==> src/spicd_pkg.sv <==
// =====================================================================
// shared constants of the serial port control block
package spicd_pkg;
  // =====================================================================
  // register byte addresses
  localparam logic [31:0] ADDR_STATUS = 32'hffff0a00;
  localparam logic [31:0] ADDR_RX = 32'hffff0a04;
  localparam logic [31:0] ADDR_TX = 32'hffff0a08;
  localparam logic [31:0] ADDR_DIV = 32'hffff0a0c;
  localparam logic [31:0] ADDR_CON = 32'hffff0a10;

  // =====================================================================
  // reset values
  localparam logic [7:0] DIV_RESET = 8'h1b;
  localparam logic [15:0] CON_RESET = 16'h0000;
  localparam logic [15:0] CON_WMASK = 16'h1fef;  // bits 15:13 and 4 stay zero

  // =====================================================================
  // control field positions
  localparam int CON_EN = 0;
  localparam int CON_MASTER = 1;
  localparam int CON_CPHA = 2;
  localparam int CON_CPOL = 3;
  localparam int CON_LSB = 5;
  localparam int CON_TXTRIG = 6;
  localparam int CON_UFZERO = 7;
  localparam int CON_OVWR = 8;
  localparam int CON_CSDIS = 9;
  localparam int CON_ODRAIN = 10;
  localparam int CON_LOOP = 11;
  localparam int CON_CONT = 12;

  // =====================================================================
  // status field positions
  localparam int STA_TXFULL = 0;
  localparam int STA_TXIRQ = 1;
  localparam int STA_TXUF = 2;
  localparam int STA_RXFULL = 3;
  localparam int STA_RXIRQ = 4;
  localparam int STA_RXOF = 5;

  // =====================================================================
  // timing: half-period ticks per byte and per stall
  localparam logic [3:0] BYTE_LAST_STEP = 4'hf;
  localparam logic [1:0] STALL_TICKS = 2'h2;  // one full serial clock period
endpackage

==> src/spicd_shift_if.sv <==
`timescale 1ns/1ps
// =====================================================================
// link between the control logic and the shift engine
interface spicd_shift_if;
  logic start;
  logic abort;
  logic step;
  logic cpha;
  logic lsbFirst;
  logic dataIn;
  logic [7:0] txByte;
  logic busy;
  logic done;
  logic dataOut;
  logic clkPhase;
  logic [7:0] rxByte;

  modport ctrl (
    output start, abort, step, cpha, lsbFirst, dataIn, txByte,
    input busy, done, dataOut, clkPhase, rxByte
  );
  modport engine (
    input start, abort, step, cpha, lsbFirst, dataIn, txByte,
    output busy, done, dataOut, clkPhase, rxByte
  );
endinterface

==> src/spicd_clkgen.sv <==
`timescale 1ns/1ps
// =====================================================================
// half-period tick generator: one pulse every (divisor+1) core cycles
module spicd_clkgen #(
  parameter int DIV_W = 8
) (
  input wire logic mclk,
  input wire logic rst_b,
  input wire logic run,
  input wire logic [DIV_W-1:0] divisor,
  output logic tick
);
  logic [DIV_W-1:0] count;
  wire atEnd = (count == divisor);

  // counter restarts while idle so the first half period is always full
  always_ff @(posedge mclk or negedge rst_b) begin
    if (!rst_b) begin
      count <= '0;
    end else if (!run || atEnd) begin
      count <= '0;
    end else begin
      count <= count + 1'b1;
    end
  end

  assign tick = run & atEnd;
endmodule // spicd_clkgen

==> src/spicd_shifter.sv <==
`timescale 1ns/1ps
// =====================================================================
// 8-bit shift engine, stepped once per serial clock edge
module spicd_shifter (
  input wire logic mclk,
  input wire logic rst_b,
  spicd_shift_if.engine sh
);
  logic [3:0] stepCnt;
  logic [7:0] txShift;
  logic [7:0] rxShift;
  logic busyReg;
  logic doneReg;
  logic phaseReg;
  logic [7:0] rxOut;

  // even steps are leading edges, odd steps trailing edges
  wire leading = ~stepCnt[0];
  wire sampleNow = sh.step & busyReg & (sh.cpha ? ~leading : leading);
  wire shiftNow = sh.step & busyReg & (sh.cpha ? (leading & (stepCnt != 4'h0)) : ~leading);
  wire lastStep = sh.step & busyReg & (stepCnt == spicd_pkg::BYTE_LAST_STEP);
  wire [7:0] next_rx = sh.lsbFirst ? {sh.dataIn, rxShift[7:1]} : {rxShift[6:0], sh.dataIn};
  wire [7:0] next_tx = sh.lsbFirst ? {1'b0, txShift[7:1]} : {txShift[6:0], 1'b0};

  // step counter, busy and clock phase
  always_ff @(posedge mclk or negedge rst_b) begin
    if (!rst_b) begin
      stepCnt <= 4'h0;
      busyReg <= 1'b0;
      doneReg <= 1'b0;
      phaseReg <= 1'b0;
    end else begin
      doneReg <= lastStep & ~sh.abort;
      if (sh.abort || lastStep) begin
        busyReg <= 1'b0;
        phaseReg <= 1'b0;
      end else if (sh.start) begin
        busyReg <= 1'b1;
        stepCnt <= 4'h0;
        phaseReg <= 1'b0;
      end else if (sh.step && busyReg) begin
        stepCnt <= stepCnt + 4'h1;
        phaseReg <= ~phaseReg;
      end
    end
  end

  // data registers; first bit is on the line from the moment of loading
  always_ff @(posedge mclk or negedge rst_b) begin
    if (!rst_b) begin
      txShift <= 8'h00;
      rxShift <= 8'h00;
      rxOut <= 8'h00;
    end else begin
      if (sh.start && !busyReg) txShift <= sh.txByte;
      else if (shiftNow) txShift <= next_tx;
      if (sampleNow) rxShift <= next_rx;
      if (lastStep) rxOut <= sampleNow ? next_rx : rxShift;
    end
  end

  assign sh.busy = busyReg;
  assign sh.done = doneReg;
  assign sh.clkPhase = phaseReg;
  assign sh.rxByte = rxOut;
  assign sh.dataOut = sh.lsbFirst ? txShift[0] : txShift[7];
endmodule // spicd_shifter

==> src/spicd_top.sv <==
// Summary of operation
// - Eight-bit divider register, read/write, resets to 0x1b.
// - Master serial clock equals core clock over two times (divider plus one).
// - Sixteen-bit control register, read/write, resets to zero.
// - Control bit 0 enables the serial port; cleared disables it.
// - Control bit 1 selects master (drives clock) or slave role.
// - Control bit 3 set: clock rests high; cleared: rests low.
// - Control bit 2 set: pulse at bit start; cleared: at bit end.
// - Control bit 5 set: least significant bit first; cleared: most first.
// - Bit 6 set: transmit write starts transfer; interrupt on transmit empty.
// - Bit 6 clear: receive read starts transfer; interrupt on receive full.
// - Transmit underflow sends zero with bit 7 set, else previous byte.
// - Receive overflow: bit 8 set overwrites unread byte, cleared discards new.
// - Master with bit 9 set stops driving chip select.
// - Bit 10 makes the slave data output open drain.
// - Bit 11 loops the data output internally back to the data input.
// - Bit 12 in master: bytes back to back, select held while data waits.
// - Bit 12 clear: single bytes, stall period before the next one.
// - Overflow flag sets when unread data is overwritten or a byte discarded.
// - Only transmit or receive interrupt bit raises interrupt; bit 6 chooses.
`timescale 1ns/1ps
module spicd_top #(
  parameter int DIV_W = 8
) (
  input wire logic mclk,
  input wire logic rst_b,
  input wire logic psel,
  input wire logic penable,
  input wire logic pwrite,
  input wire logic [31:0] paddr,
  input wire logic [31:0] pwdata,
  output logic [31:0] prdata,
  output logic pready,
  output logic pslverr,
  input wire logic sclkIn,
  output logic sclkOut,
  output logic sclkOen_b,
  input wire logic mosiIn,
  output logic mosiOut,
  output logic mosiOen_b,
  input wire logic misoIn,
  output logic misoOut,
  output logic misoOen_b,
  input wire logic csIn_b,
  output logic csOut_b,
  output logic csOen_b,
  output logic spiIrq
);
  // =====================================================================
  // state machine of the master sequencer
  typedef enum logic [1:0] {MST_IDLE, MST_XFER, MST_STALL} spicd_mst_e;

  spicd_mst_e mstState;
  spicd_mst_e next_mstState;
  logic [DIV_W-1:0] divReg;
  logic [15:0] conReg;
  logic [7:0] txHold;
  logic [7:0] lastSent;
  logic [7:0] rxHold;
  logic txFull;
  logic txUnder;
  logic rxFull;
  logic rxOver;
  logic rxReadPend;
  logic [1:0] stallCnt;
  logic sclkPrev;
  logic irqReg;
  logic tick;

  spicd_shift_if sh ();

  // =====================================================================
  // control fields
  wire enable = conReg[spicd_pkg::CON_EN];
  wire master = conReg[spicd_pkg::CON_MASTER];
  wire cpha = conReg[spicd_pkg::CON_CPHA];
  wire cpol = conReg[spicd_pkg::CON_CPOL];
  wire txTrig = conReg[spicd_pkg::CON_TXTRIG];
  wire ufZero = conReg[spicd_pkg::CON_UFZERO];
  wire ovWrite = conReg[spicd_pkg::CON_OVWR];
  wire csDis = conReg[spicd_pkg::CON_CSDIS];
  wire oDrain = conReg[spicd_pkg::CON_ODRAIN];
  wire loopBack = conReg[spicd_pkg::CON_LOOP];
  wire contMode = conReg[spicd_pkg::CON_CONT];
  wire mstOn = enable & master;
  wire slvOn = enable & ~master;

  // =====================================================================
  // apb decode; every access completes with no wait state
  wire access = psel & penable;
  wire hitSta = (paddr == spicd_pkg::ADDR_STATUS);
  wire hitRx = (paddr == spicd_pkg::ADDR_RX);
  wire hitTx = (paddr == spicd_pkg::ADDR_TX);
  wire hitDiv = (paddr == spicd_pkg::ADDR_DIV);
  wire hitCon = (paddr == spicd_pkg::ADDR_CON);
  wire mapped = hitSta | hitRx | hitTx | hitDiv | hitCon;
  // status and receive are read only, transmit write only
  wire legal = hitDiv | hitCon | (hitTx & pwrite) | ((hitSta | hitRx) & ~pwrite);
  wire wrTx = access & pwrite & hitTx;
  wire wrDiv = access & pwrite & hitDiv;
  wire wrCon = access & pwrite & hitCon;
  wire rdRx = access & ~pwrite & hitRx;

  // =====================================================================
  // status word
  wire txIrq = ~txFull | txUnder;
  wire rxIrq = rxFull | rxOver;
  wire [7:0] statusWord = {2'b00, rxOver, rxIrq, rxFull, txUnder, txIrq, txFull};

  // read mux; unmapped or illegal reads return zero with an error
  assign prdata = !(psel && legal && !pwrite) ? 32'h0000_0000 :
                  hitSta ? {24'h00_0000, statusWord} :
                  hitRx ? {24'h00_0000, rxHold} :
                  hitDiv ? {{(32-DIV_W){1'b0}}, divReg} :
                  {16'h0000, conReg};
  assign pready = 1'b1;
  assign pslverr = access & ~(mapped & legal);

  // =====================================================================
  // byte to send: holding register, or the underflow substitute
  wire [7:0] sendByte = txFull ? txHold : (ufZero ? 8'h00 : lastSent);

  // slave framing and clock edges; pins are already in the core clock domain
  wire slvFramed = slvOn & ~csIn_b;
  wire slvStep = slvFramed & (sclkIn != sclkPrev);
  wire slvStart = slvFramed & ~sh.busy & ~sh.done;

  // master trigger: transmit write or receive read, per bit 6
  wire mstTrig = txTrig ? txFull : rxReadPend;
  wire mstStart = (mstState == MST_IDLE) & mstOn & mstTrig;
  // continuous mode chains the next byte with no stall
  wire mstChain = sh.done & contMode & txFull;
  wire load = mstStart | (mstState == MST_XFER & mstChain) | slvStart;

  // =====================================================================
  // master sequencer
  always_comb begin
    next_mstState = mstState;
    unique case (mstState)
      MST_IDLE: begin
        if (mstStart) next_mstState = MST_XFER;
      end
      MST_XFER: begin
        if (sh.done && !mstChain) next_mstState = MST_STALL;
      end
      MST_STALL: begin
        if (tick && stallCnt == spicd_pkg::STALL_TICKS - 2'h1) next_mstState = MST_IDLE;
      end
    endcase
    if (!mstOn) next_mstState = MST_IDLE;
  end

  always_ff @(posedge mclk or negedge rst_b) begin
    if (!rst_b) begin
      mstState <= MST_IDLE;
    end else begin
      mstState <= next_mstState;
    end
  end

  // stall ticks counted only while stalled
  always_ff @(posedge mclk or negedge rst_b) begin
    if (!rst_b) begin
      stallCnt <= 2'h0;
    end else if (mstState != MST_STALL) begin
      stallCnt <= 2'h0;
    end else if (tick) begin
      stallCnt <= stallCnt + 2'h1;
    end
  end

  // =====================================================================
  // software registers
  always_ff @(posedge mclk or negedge rst_b) begin
    if (!rst_b) begin
      divReg <= spicd_pkg::DIV_RESET;
      conReg <= spicd_pkg::CON_RESET;
    end else begin
      if (wrDiv) divReg <= pwdata[DIV_W-1:0];
      if (wrCon) conReg <= pwdata[15:0] & spicd_pkg::CON_WMASK;
    end
  end

  // transmit side; a write landing with a load keeps the new byte
  always_ff @(posedge mclk or negedge rst_b) begin
    if (!rst_b) begin
      txHold <= 8'h00;
      txFull <= 1'b0;
      txUnder <= 1'b0;
      lastSent <= 8'h00;
    end else begin
      if (wrTx) txHold <= pwdata[7:0];
      if (wrTx) txFull <= 1'b1;
      else if (load) txFull <= 1'b0;
      if (load && !txFull) txUnder <= 1'b1;  // set wins over the clearing write
      else if (wrTx) txUnder <= 1'b0;
      if (load) lastSent <= sendByte;
    end
  end

  // receive side; hardware set wins over a read that clears
  always_ff @(posedge mclk or negedge rst_b) begin
    if (!rst_b) begin
      rxHold <= 8'h00;
      rxFull <= 1'b0;
      rxOver <= 1'b0;
    end else begin
      if (sh.done && (!rxFull || rdRx || ovWrite)) rxHold <= sh.rxByte;
      if (sh.done) rxFull <= 1'b1;
      else if (rdRx) rxFull <= 1'b0;
      if (sh.done && rxFull && !rdRx) rxOver <= 1'b1;
      else if (rdRx) rxOver <= 1'b0;
    end
  end

  // a receive read in read-trigger mode requests one master byte
  always_ff @(posedge mclk or negedge rst_b) begin
    if (!rst_b) begin
      rxReadPend <= 1'b0;
    end else if (rdRx && mstOn && !txTrig) begin
      rxReadPend <= 1'b1;
    end else if (mstStart || !mstOn || txTrig) begin
      rxReadPend <= 1'b0;
    end
  end

  // previous slave clock level for edge detection, and interrupt select
  always_ff @(posedge mclk or negedge rst_b) begin
    if (!rst_b) begin
      sclkPrev <= 1'b0;
      irqReg <= 1'b0;
    end else begin
      sclkPrev <= sclkIn;
      irqReg <= enable & (txTrig ? txIrq : rxIrq);
    end
  end

  // =====================================================================
  // serial clock tick generator and shift engine
  spicd_clkgen #(
    .DIV_W(DIV_W)
  ) u_clkgen (
    .mclk(mclk),
    .rst_b(rst_b),
    .run(mstState != MST_IDLE),
    .divisor(divReg),
    .tick(tick)
  );

  spicd_shifter u_shifter (
    .mclk(mclk),
    .rst_b(rst_b),
    .sh(sh)
  );

  // engine hookup; loopback feeds our own output back in
  assign sh.start = load;
  assign sh.abort = ~enable | (~master & csIn_b);
  assign sh.step = master ? (tick & (mstState == MST_XFER)) : slvStep;
  assign sh.cpha = cpha;
  assign sh.lsbFirst = conReg[spicd_pkg::CON_LSB];
  assign sh.txByte = sendByte;
  assign sh.dataIn = loopBack ? sh.dataOut : (master ? misoIn : mosiIn);

  // =====================================================================
  // pins; output enables are low while driving
  // the engine phase also toggles on slave steps, so only the master lets it reach the pin
  assign sclkOut = cpol ^ (sh.clkPhase & master);
  assign sclkOen_b = ~mstOn;
  assign mosiOut = sh.dataOut;
  assign mosiOen_b = ~mstOn;
  // open drain only pulls low, so the far end needs a pull-up
  assign misoOut = oDrain ? 1'b0 : sh.dataOut;
  assign misoOen_b = ~(slvFramed & (~oDrain | ~sh.dataOut));
  assign csOut_b = ~(mstState == MST_XFER);
  assign csOen_b = ~(mstOn & ~csDis);
  assign spiIrq = irqReg;
endmodule // spicd_top

==> config.mk <==
export PLATFORM = sky130hd
export DESIGN_NAME = spicd_top
export DESIGN_NICKNAME = d
export VERILOG_FILES = /design/src/spicd_pkg.sv /design/src/spicd_shift_if.sv /design/src/spicd_clkgen.sv /design/src/spicd_shifter.sv /design/src/spicd_top.sv
export SDC_FILE = /design/constraint.sdc
export NUM_CORES = 1
export LEC_CHECK = 0
export BUFFER_PORTS_ARGS = -buffer_cell sky130_fd_sc_hd__buf_4
export CAP_MARGIN = 20
export CORE_ASPECT_RATIO = 0.9
export CORE_UTILIZATION = 45
export DETAILED_ROUTE_END_ITERATION = 10
export PLACE_DENSITY = 0.77
export RECOVER_POWER = 100
export SETUP_SLACK_MARGIN = 0.15
export SYNTH_ARGS = -nofsm -noshare
export SYNTH_HDL_FRONTEND = slang
export SYNTH_SLANG_ARGS = --single-unit
==> constraint.sdc <==
create_clock -name mclk -period 4.5 [get_ports mclk]
set_input_delay 0.675 -clock mclk [delete_from_list [all_inputs] [get_ports mclk]]
set_output_delay 0.675 -clock mclk [all_outputs]
set_load 0.05 [all_outputs]
# --- After elaboration in Yosys (flattened, before gate mapping) ---
# Index checks and enable logic that the tools add are counted.
totals:
  ff_bits: 94
  inputBits: 73
  out_inout_bits: 43
  word_cells: 194
classes:
  n_addsub: 3
  n_eq_ne: 15
  n_mux: 44
  n_bitwise: 68
  n_reduce_logical: 42
ops:
  columns: ["cell", "n"]
  rows:
  - ["equality test 32 bit (second input constant)", 5]
  - ["2-to-1 mux 8 bit", 8]
  - ["2-to-1 mux 13 bit", 4]
  - ["AND 1 bit", 35]
  - ["2-to-1 mux 1 bit", 23]
  - ["nonzero test 2 bit", 10]
  - ["inverter 1 bit", 19]
  - ["OR 1 bit", 13]
  - ["logical AND 1 bit", 12]
  - ["2-to-1 mux 2 bit", 6]
  - ["zero test 1 bit", 9]
  - ["!= test 3 bit (second input constant)", 3]
  - ["adder 8 x 1 -> 8 bit (second input constant)", 1]
  - ["equality test 8 bit", 1]
  - ["2-to-1 mux 4 bit", 2]
  - ["logical OR 1 bit", 6]
  - ["one-hot mux 2 bit (3 select lines)", 1]
  - ["adder 4 x 1 -> 4 bit (second input constant)", 1]
  - ["equality test 2 x 1 -> 1 bit (second input constant)", 2]
  - ["equality test 4 bit (second input constant)", 1]
  - ["nonzero test 4 bit", 1]
  - ["AND reduction 3 bit", 1]
  - ["nonzero test 3 bit", 1]
  - ["adder 2 x 1 -> 2 bit (second input constant)", 1]
  - ["other kinds (6)", 6]

# --- Logic depth before layout (Yosys ltp) ---
# Gate-level depths: netlist (run 1).
depth:
  ltp_word: 10
  depth_mapped: 9
  depth_no_buf: 8

# --- Cells and area by module ---
# From an unflattened synthesis (run 1), not the netlist that was laid out.
hier_totals:
  hier_cells: 549
  hier_area_um2: 5552.8
modules_own_cells:
  columns: ["mod", "n_inst", "cells_per_inst", "area_each_um2", "seq_area_each_um2"]
  rows:
  - ["spicd_top", 1, 330, 3285.7, 1381.3]
  - ["spicd_shifter", 1, 173, 1766.7, 775.7]
  - ["spicd_clkgen", 1, 46, 500.5, 200.2]

# --- Least setup slack after synthesis (run 1) ---
# OpenSTA, ideal clock, no wires.
synth_path:
  path_kind: "input to output"
  startpoint: "input paddr[23]"
  endpoint: "output prdata[1]"
  arrival_ns: 4.275
  required_time_ns: 3.825
  setup_slack_ns: -0.450
  cell_stages: 6
  path_buffers: 1
  cell_sequence: "nand4_1 or4_4 nor3_4 nand4b_1 clkbuf_1 a2111oi_0"
synth_via:
  elab_chain_cells: 7
  elab_cells_between_ends: 17
  classes_between: "eq/ne (5); mux (4); bitwise (6); reduce/logical (2)"
synth_lines:
  columns: ["element", "line_no", "source"]
  rows:
  - ["start: declaration", "spicd_top.sv:30", "input wire logic [31:0] paddr,"]
  - ["equality test 32 bit (on tied branches)", null, null]
  - ["OR 1 bit / AND 1 bit (equally long branches) (2 in a row)", "spicd_top.sv:98", "wire legal = hitDiv | hitCon | (hitTx & pwrite) | ((hitSta | hitRx) & ~pwrite);"]
  - ["OR 1 bit", "spicd_top.sv:98", null]
  - ["logical AND 1 bit (2 in a row)", "spicd_top.sv:111", "assign prdata = !(psel && legal && !pwrite) ? 32'h0000_0000 :"]
  - ["2-to-1 mux 13 bit *", "spicd_top.sv:111", null]
  - ["end: declaration", "spicd_top.sv:32", "output logic [31:0] prdata,"]
# Every way passes the cells marked *; elsewhere a longest branch is shown, timed or not.

# --- Worst setup path after layout (run 1) ---
layout_path:
  startpoint: "input paddr[19]"
  endpoint: "output prdata[12]"
# The elaborated chain is that of the path after synthesis.

==> results of run 1 <==
## area by class of cell
type / instances / area [sq um]
Inverter: 14 / 52.6
Timing Repair Buffer: 78 / 499
Fill cell: 969 / 5030
Sequential cell: 94 / 2360
Multi-Input combinational cell: 335 / 2390
Tap cell: 133 / 166
Clock inverter: 6 / 68.8
Clock buffer: 10 / 239
## stage by stage
| step | utilization | power [mW] | cells | instance area (sq um) |
|---|---|---|---|---|
| final | 0.534 | 1.74 | 670 | 5780 |
| after global routing | 0.534 | 1.79 | 670 | 5780 |
| after CTS | 0.545 | 1.75 | 670 | 5890 |
| after detailed placement | 0.516 | 0.976 | 654 | 5580 |
| after global placement | 0.516 | 0.975 | 654 | 5580 |
| after floorplan | - | 0.928 | 483 | 5070 |
## cells in the mapped netlist (all sizes together), types with 8 or more instances
cell	count	area (sq um)
dfrtp	90	2250
mux2	67	754
nor2	42	158
buf	27	191
nand2	23	86.3
a21oi	22	114
inv	14	52.6
xor2	14	123
clkbuf	13	48.8
o21ai	12	60.1
nand3	11	60.1
a22oi	10	75.1
nor3	8	51.3
## flip-flops by register name, indices dropped and copies added, names as in the netlist, 2 cells and up
register and cells:
u_shifter.txShift 8, u_shifter.stepCnt 4, u_shifter.rxShift 8, txHold 8, lastSent 8, u_clkgen.count 8, conReg 12, stallCnt 2
divReg 8, mstState 2, rxHold 8, u_shifter.sh.rxByte 8
## routing by layer
layer,part of all wire,wire length (microns),track usage,up-vias
li1,-,-,-,1769
met3,0.059,706,0.0522,15
met1,0.46,5450,0.291,1873
met2,0.47,5640,0.337,145
met4,0.013,161,0.0749,0
met5,0,0,0,-
## worst register-to-register path, stage by stage, from the launching register on
cell     delay (ns)
dfstp_2        0.57
xor2_1         0.07
nor4_1         0.68
nand3_1        0.38
a21oi_1        0.79
mux2_2         0.43
mux2_2         0.27
## worst max-delay path by stage
stage / end / cells after the start
after floorplan: prdata[1] / 6
after global placement: prdata[1] / 7
after detailed placement: prdata[1] / 7
after CTS: prdata[1] / 7
after global routing: prdata[12] / 8
final: prdata[12] / 8
## cell families after synthesis
kind of cell / after synthesis / share of synthesized area
compound gates: 84 / 0.120
xor+xnor: 19 / 0.0333
simple gates: 132 / 0.135
fa+ha+maj: 7 / 0.0175
other cells: 2 / 0.00150
mux: 73 / 0.163
flops: 94 / 0.471
buf+inv: 54 / 0.0585
## report_power, final
| part | internal (mW) | switching (mW) | total (mW) |
|---|---|---|---|
| logic | 0.0361 | 0.0760 | 0.112 |
| registers | 0.845 | 0.000180 | 0.845 |
| clock network | 0.449 | 0.330 | 0.779 |
==> metrics.cfg, run 1 <==
[placement]
port_buffers=76
gp_congestion=0.886
dpl.hpwl_microns=8860
pre_cts_ws_ns=0.893

[worst_setup_path]
cp_top_family=simple AND/OR/NAND/NOR gates
rrSetupSlack_ns=1.19
critical_path_class=in -> out
cp_slowest_cell=or4_1
path_cells=clkbuf_4 > nand4_1 > or4_1 > nor3_4 > nand4b_1 > nor2_1 > and2_1 > clkbuf_1
cp.required_ns=3.83
worst-path-buf-inv=2
r2r_cells=6
path_max_fanout=11
arrival_ns=3.27
worstSetupEndpointType=primary output
rr_startpoint=divReg[0]
cpPeakStageDelay_ns=0.60
reg2reg_to=u_shifter.sh.rxByte[2]
startpoint_type=input pin
crit_path_start=paddr[19]

[floorplan]
ioPinCount=116
core_region_area_sq_um=10800
die_h_microns=102
placementRows=36
die-area_sq_um=11500
die_w_microns=113
start_util=0.463

[power_and_ir_drop]
power.density_nw_per_um2=301
total_leakage_power_nw=2.69
irDropWorstVdd_mv=0.195

[global_routing]
antenna_found_initial=0
grt_pass1_wl_microns=18700
track_usage=0.214
grt_max_degree=53
grt_pass1_vias=3602
grt_overflow=0

[timing]
hold_viol=0
rsz0062_at_grt=false
setup_ws_ns=0.554
max_freq_mhz=253
slew_violations=53
period_minus_slack_ns=3.95
tns_ns=0
finalSetupViolCount=0
fin_crit_sh=0.877
relSlewSlack=-0.951
holdWs_ns=0.473
worst_pin_slew_ns=2.93
skew_ns=0.00832

[logic_synthesis]
syn_area_per_cell_sq_um=10.8
synth.ff_latch_count=94
async_flop_share=1.00
synth-edff-count=0
syn-cell-area_sq_um=5000
ys_seq_area_frac=0.471
ys.flop_type=dfrtp_1
ys_types=53
syn_inst=465
ys_warn_count=0

[clock_network]
cts_buffers=9
h-tree-depth=3
hold_buffers=0
clk_latency_ns=0.35
post_cts_resized=0
path_clk_slew_ns=0.06
cts_tree=yes
clk_path_buf_depth=2
cts_root_buffer=clkbuf_16
cts.sinks=94
post-cts-setup-buffers=0

[layout]
mostFrequentLayoutCell=dfrtp_1
insertedDiodeCount=0
drive_gt1_frac=0.263
area_delta_synth_final_pct=15.5
final_nets=612
final_cell_mix=90 x dfrtp_1, 61 x mux2_2, 54 x buf_4, 42 x nor2_1

[detailed_routing]
ant_nets=0
num_vias=3802
avgViaCountPerCell=5.67
drt_iter0_markers=304
finalWirelength_microns=12000
drc=0
first_pass_iters=5
wl_per_cell_microns=17.9

[hold_path]
min_delay_path_depth=1
hold_path_end=sclkPrev
hp-class=in -> reg
hold_path.startpoint=sclkIn

[job]
cap_viol_max_count=1

[run_status]
violations=capacitance limit, slew limit
status=complete, but fails checks

No activity file was read; power rests on OpenSTA's default activity.
==> run 2, diff against run 1 <==
- CORE_ASPECT_RATIO: 0.9 -> 1.25
- clock period: 4.5 -> 3.8 ns (I/O delays scaled with it)
==> run 2 against run 1 <==
The flow still finishes with violations (capacitance limit, slew limit). Final cell count grew 0.60%. Clock power increased by 18%. Cell area grew 0.45%. Utilization rose by 0.69 points. Power increased by 18%. Worst setup slack worse by 0.12 ns. Critical path depth grew 1. Die area about the same. Critical path type unchanged.
==> metrics.cfg, run 2 (synthesis gave the netlist of run 1 again) <==
[floorplan]
core_region_area_sq_um=10700  ; -0.83%
die-area_sq_um=11500  ; about the same
die_h_microns=120  ; +18%
start_util=0.467  ; +0.00389
ioPinCount=116  ; unchanged
placementRows=42  ; +17%
die_w_microns=96.3  ; -15%

[detailed_routing]
num_vias=3884  ; +2.2%
avgViaCountPerCell=5.76  ; +1.6%
wl_per_cell_microns=17.7  ; -0.66%
finalWirelength_microns=12000  ; about the same
drt_iter0_markers=236  ; -22%
ant_nets=0  ; unchanged
first_pass_iters=5  ; unchanged
drc=0  ; unchanged

[power_and_ir_drop]
combPwrFrac=0.065  ; about the same
pwr-share-seq=0.488  ; about the same
p_sw_frac=0.238  ; +0.00409
total_leakage_power_nw=2.70  ; +0.50%
p_sw_uw=488  ; +20%
total_power_mw=2.05  ; +18%
power.density_nw_per_um2=354  ; +18%
p_int_mw=1.56  ; +18%
power_frac_clock=0.447  ; -0.002
irDropWorstVdd_mv=0.233  ; +19%

[layout]
final_cell_mix=90 x dfrtp_1, 60 x mux2_2, 55 x buf_4, 42 x nor2_1, 26 x clkbuf_1
mostFrequentLayoutCell=dfrtp_1
drive_gt1_frac=0.262  ; -0.000577
insertedDiodeCount=0  ; unchanged
largest_reg_flops=12  ; unchanged
largest-register=conReg
register_area_sq_um=2360  ; unchanged
n_fill_cell=954  ; -1.5%
stdcell_count=674  ; +0.60%
multiInputGateArea_sq_um=2400  ; +0.26%
final_nets=617  ; +0.82%
area_delta_synth_final_pct=16.0

[placement]
gp_congestion=0.847  ; -4.4%
dp.cells=658  ; +0.61%
port_buffers=76  ; unchanged
dpl.hpwl_microns=8990  ; +1.4%

[hold_path]
hold_path.startpoint=sclkIn
min_delay_path_depth=1  ; unchanged
hp-class=in -> reg
hold_path_end=sclkPrev

[clock_network]
post_cts_resized=0  ; unchanged
clk_latency_ns=0.34  ; about the same
cts.sinks=94  ; unchanged
post-cts-setup-buffers=0  ; unchanged
path_clk_slew_ns=0.07  ; about the same
h-tree-depth=3  ; unchanged
cts_root_buffer=clkbuf_16
cts_tree=yes
cts_buffers=9  ; unchanged
hold_buffers=0  ; unchanged
clk_path_buf_depth=2  ; unchanged

[worst_setup_path]
path_max_fanout=11  ; unchanged
startpoint_type=input pin
cp.required_ns=3.23  ; -0.60 ns
rr_startpoint=mstState[1]
rrSetupSlack_ns=0.63  ; -0.56 ns
r2r_cells=9  ; +3
reg2reg_to=u_shifter.txShift[7]
cp_slowest_cell=or4_1
crit_path_start=paddr[23]
path_cells=clkbuf_4 > nand4_1 > or4_1 > nor3_4 > nand4b_1 > buf_4 > nand2b_1 > a21oi_1 > clkbuf_1
arrival_ns=2.80  ; -0.47 ns
worstSetupEndpointType=primary output
cpPeakStageDelay_ns=0.61  ; about the same
critical_path_class=in -> out

[timing]
holdWs_ns=0.383  ; -0.0905 ns
hold_viol=0  ; unchanged
max_freq_mhz=297
tns_ns=0  ; unchanged
worst_pin_slew_ns=1.62  ; -1.30 ns
skew_ns=0.00759  ; -0.000730 ns
rsz0062_at_grt=false
relSlewSlack=-0.0815  ; +0.869
finalSetupViolCount=0  ; unchanged
fin_crit_sh=0.886
slew_violations=65  ; +23%
period_minus_slack_ns=3.37

[run_status]
status=complete, but fails checks
violations=capacitance limit, slew limit

[global_routing]
grt_pass1_wl_microns=19500  ; +4.5%
track_usage=0.221  ; +0.00664
grt_overflow=0  ; unchanged
grt_max_degree=65  ; +23%
grt_pass1_vias=3933  ; +9.2%
antenna_found_initial=0  ; unchanged

[job]
cap_viol_max_count=1  ; unchanged

## run 2: cell types whose count changed in the layout (fill, tap and decap cells not counted), sizes merged
cell,before,now
buf,54,55
clkbuf,34,37
clkinv,3,2
inv,15,17
## run 2: layout make-up
class	instances	share of cell area
inverter	14	0.00906
clock inverter	7	0.0138
multi-input combinational	335	0.413
sequential	94	0.406
tap	132	0.0285
clock buffer	9	0.0388
timing repair buffer	83	0.0901
## run 2: power by group through the flow
stage | combinational, mW | sequential (mW) | clock, mW
floorplan | 0.0793 | 1.02 | 0
global placement | 0.135 | 1.02 | 0
detailed placement | 0.137 | 1.02 | 0
CTS | 0.137 | 1.00 | 0.939
global route | 0.146 | 1.00 | 0.984
finish | 0.134 | 1.00 | 0.917
## run 2: metal layers
layer | vias to the layer above | global-route usage | wire [microns]
li1 | 1780 | - | -
met1 | 1936 | 0.279 | 4820
met2 | 127 | 0.365 | 6220
met3 | 41 | 0.0298 | 473
met4 | 0 | 0.111 | 452
met5 | - | 0 | 0
## run 2: worst max-delay path by stage
stage,end,slack [ns],depth (start not counted)
after floorplan,prdata[11],0.34,6
after global placement,prdata[12],0.71,9
after detailed placement,prdata[9],0.65,9
after CTS,prdata[9],0.66,9
after global routing,prdata[4],0.27,9
final,prdata[4],0.43,9
## run 2: through the flow
step            util  instance area, sq um  worst slack (ns)
2_1_floorplan      -                  5080             0.343
3_3_place_gp   0.525                  5620             0.706
3_5_place_dp   0.525                  5620             0.648
4_1_cts        0.553                  5930             0.658
5_1_grt        0.541                  5800             0.275
6_report       0.541                  5800             0.433
## run 2: critical path: cells and delay by family
kind / cells / cell delay, ns
buffers and inverters: 3 / 0.81
AOI/OAI and AO/OA: 1 / 0.14
and+or+nand+nor: 5 / 1.27
==> run 3, diff against run 2 <==
- ABC_AREA: not set -> 1
- PLACE_DENSITY: 0.77 -> 0.76
==> run 3 against run 2 <==
The flow still finishes with violations (capacitance limit, slew limit). Cell area rose by 9.7%. Die area is 10% higher. Global-route usage is 0.77 points lower. Routed wire length increased by 8.3%. Count of clock-buffer cells in the layout is 3 higher. Clock power up 10%. Worst hold slack got worse by 0.0089 ns. Highest routed layer unchanged. Sequential power hardly changed. Synthesized cell count increased by 59%. Utilization down 0.095 points. Sequential cell count unchanged. Critical endpoint is now prdata[0]. Power up 4.7%.
==> metrics.cfg, run 3 <==
[clock_network]
hold_buffers=0  ; unchanged
cts_buffers=9  ; unchanged
clk_latency_ns=0.34  ; about the same
post-cts-setup-buffers=0  ; unchanged
post_cts_resized=0  ; unchanged
clk_path_buf_depth=2  ; unchanged
cts_root_buffer=clkbuf_16
path_clk_slew_ns=0.06  ; about the same
cts.sinks=94  ; unchanged
h-tree-depth=3  ; unchanged
cts_tree=yes

[layout]
stdcell_area_sq_um=6360  ; +9.7%
drive_gt1_frac=0.133  ; -0.129
largest_reg_flops=12  ; unchanged
largest-register=conReg
final_cell_mix=217 x nand2_1, 93 x inv_1, 90 x dfrtp_1, 72 x o21ai_0, 66 x buf_4
mostFrequentLayoutCell=nand2_1
final_nets=892  ; +45%
insertedDiodeCount=0  ; unchanged
area_delta_synth_final_pct=15.0

[power_and_ir_drop]
total_leakage_power_nw=3.13  ; +16%
power.density_nw_per_um2=338  ; -4.5%
irDropWorstVdd_mv=0.228  ; -2.0%

[detailed_routing]
ant_nets=0  ; unchanged
wl_per_cell_microns=13.2  ; -25%
first_pass_iters=5  ; unchanged
drc=0  ; unchanged
wl_met2_microns=6240  ; +0.34%
finalWirelength_microns=13000  ; +8.3%
num_vias=4912  ; +26%
avgViaCountPerCell=5.02  ; -13%
top_layer=met4
drt_iter0_markers=233  ; -1.3%
drt-met1-wl_microns=5850  ; +21%
met3_length_microns=642  ; +36%

[timing]
worst_pin_slew_ns=1.58  ; -0.0465 ns
finalSetupViolCount=0  ; unchanged
rsz0062_at_grt=false
slew_violations=65  ; unchanged
max_freq_mhz=316  ; +6.3%
relSlewSlack=-0.0505  ; +0.0310
skew_ns=0.00598  ; -0.00161 ns
hold_viol=0  ; unchanged
fin_crit_sh=0.833  ; -0.0525
period_minus_slack_ns=3.17  ; -0.200 ns
tns_ns=0  ; unchanged

[logic_synthesis]
async_flop_share=1.00  ; unchanged
synth_area_leaders=dfrtp_1 41%, nand2_1 14%, inv_1 6.2%
synth_top_area_cell=dfrtp_1
syn_area_per_cell_sq_um=7.48  ; -30%
synth.ff_latch_count=94  ; unchanged
ys_types=44  ; -17%
synth-edff-count=0  ; unchanged
syn_inst=740  ; +59%
ys.flop_type=dfrtp_1
synth_common_cells=212 x nand2_1, 91 x inv_1, 90 x dfrtp_1, 61 x o21ai_0, 56 x nor2_1
syn-cell-area_sq_um=5530  ; +11%
synth_most_common_cell=nand2_1
ys_warn_count=0  ; unchanged
ys_seq_area_frac=0.426  ; -0.0452
yosysTopAreaCellShare=0.407  ; -0.0432

[worst_setup_path]
path_cells=clkbuf_4 > nor2_1 > nand2_1 > nor2_1 > nand2_4 > nor2_1 > nand2_1 > nand3_2 > nand2_2 > nor2_1 > buf_4
cpPeakStageDelay_ns=0.41  ; -0.20 ns
critical_path_class=in -> out
path_max_fanout=8  ; -3
worstSetupEndpointType=primary output
critPathMostFrequentCell=nor2_1
arrival_ns=2.60  ; -0.20 ns
startpoint_type=input pin
cp_slowest_cell=nor2_1
cp.required_ns=3.23  ; about the same

[global_routing]
grt_overflow=0  ; unchanged
grt_max_degree=65  ; unchanged
grt_pass1_vias=4525  ; +15%
track_usage=0.213  ; -0.00772
antenna_found_initial=0  ; unchanged
grt_pass1_wl_microns=21400  ; +9.6%

[floorplan]
start_util=0.470  ; +0.00301
placementRows=44  ; +4.8%
die_w_microns=101  ; +5.1%
die-area_sq_um=12700  ; +10%
ioPinCount=116  ; unchanged
die_h_microns=126  ; +5.1%
core_region_area_sq_um=11800  ; +9.9%

[job]
cap_viol_max_count=1  ; unchanged

[hold_path]
hp-class=in -> reg

[run_status]
violations=capacitance limit, slew limit
status=complete, but fails checks

[placement]
place_area_sq_um=6160  ; +9.6%
gp_congestion=0.837  ; -1.3%
port_buffers=76  ; unchanged
dpl.hpwl_microns=9690  ; +7.8%

==> run 3: kinds of logic (layout without fill, tap and decap cells) <==
kind of cell	count (synthesis)	after routing	synth area share
and+or+nand+nor	392	392	0.329
buffers and inverters	132	191	0.107
AOI/OAI and AO/OA	102	102	0.0991
DFF	94	94	0.426
adders and majority gates	7	7	0.0158
xor gates and xnor gates	6	6	0.0109
muxes	5	5	0.0102
other	2	20	0.00136
==> run 3: stage by stage <==
step | std cells | util | hold WS (ns) | power [mW] | worst slack (ns)
after detailed placement | 962 | 0.523 | 0.456 | 1.16 | 0.831
after floorplan | 758 | - | 0.274 | 1.10 | 0.937
after global routing | 978 | 0.540 | 0.387 | 2.21 | 0.348
after CTS | 978 | 0.551 | 0.342 | 2.16 | 0.826
final | 978 | 0.540 | 0.374 | 2.15 | 0.633
after global placement | 962 | 0.523 | 0.455 | 1.16 | 0.866
==> run 3: cell type report <==
cell class                 instances  area (sq um)
fill                            1157          5420
multi-input combinational        532          2560
sequential                        94          2360
timing repair buffer              80           557
inverter                          95           357
clock buffer                      12           236
tap                              161           201
clock inverter                     4          95.1
==> run 3: path summary, 6_finish.rpt <==
check	startpoint	cells past startpoint	slack (ns)	end
setup / recovery	paddr[7]	11	0.63	prdata[0]
hold / removal	sclkIn	1	0.37	sclkPrev
setup reg to reg	divReg[4]	12	0.78	u_shifter.sh.rxByte[4]
hold reg to reg	rxHold[2]	2	0.48	rxHold[2]
max in group asynchronous	rst_b	2	1.71	divReg[6]
min in group asynchronous	rst_b	1	0.61	mstState[0]
==> run 3: power breakdown <==
group	internal (mW)	switching, mW
clock network	0.643	0.369
logic	0.0412	0.0939
registers	1.00	0.000308
total	1.69	0.463
==> run 3: metal layers <==
layer  vias to the layer above  global-route usage
met5                         -                   0
met4                         0              0.0750
met3                        13              0.0322
met2                       166               0.353
met1                      2250               0.282
li1                       2483                   -
==> run 3: worst max-delay path, delay by kind of cell <==
family        cells  cell delay (ns)
buf+inv           2             0.34
simple gates      9             1.68
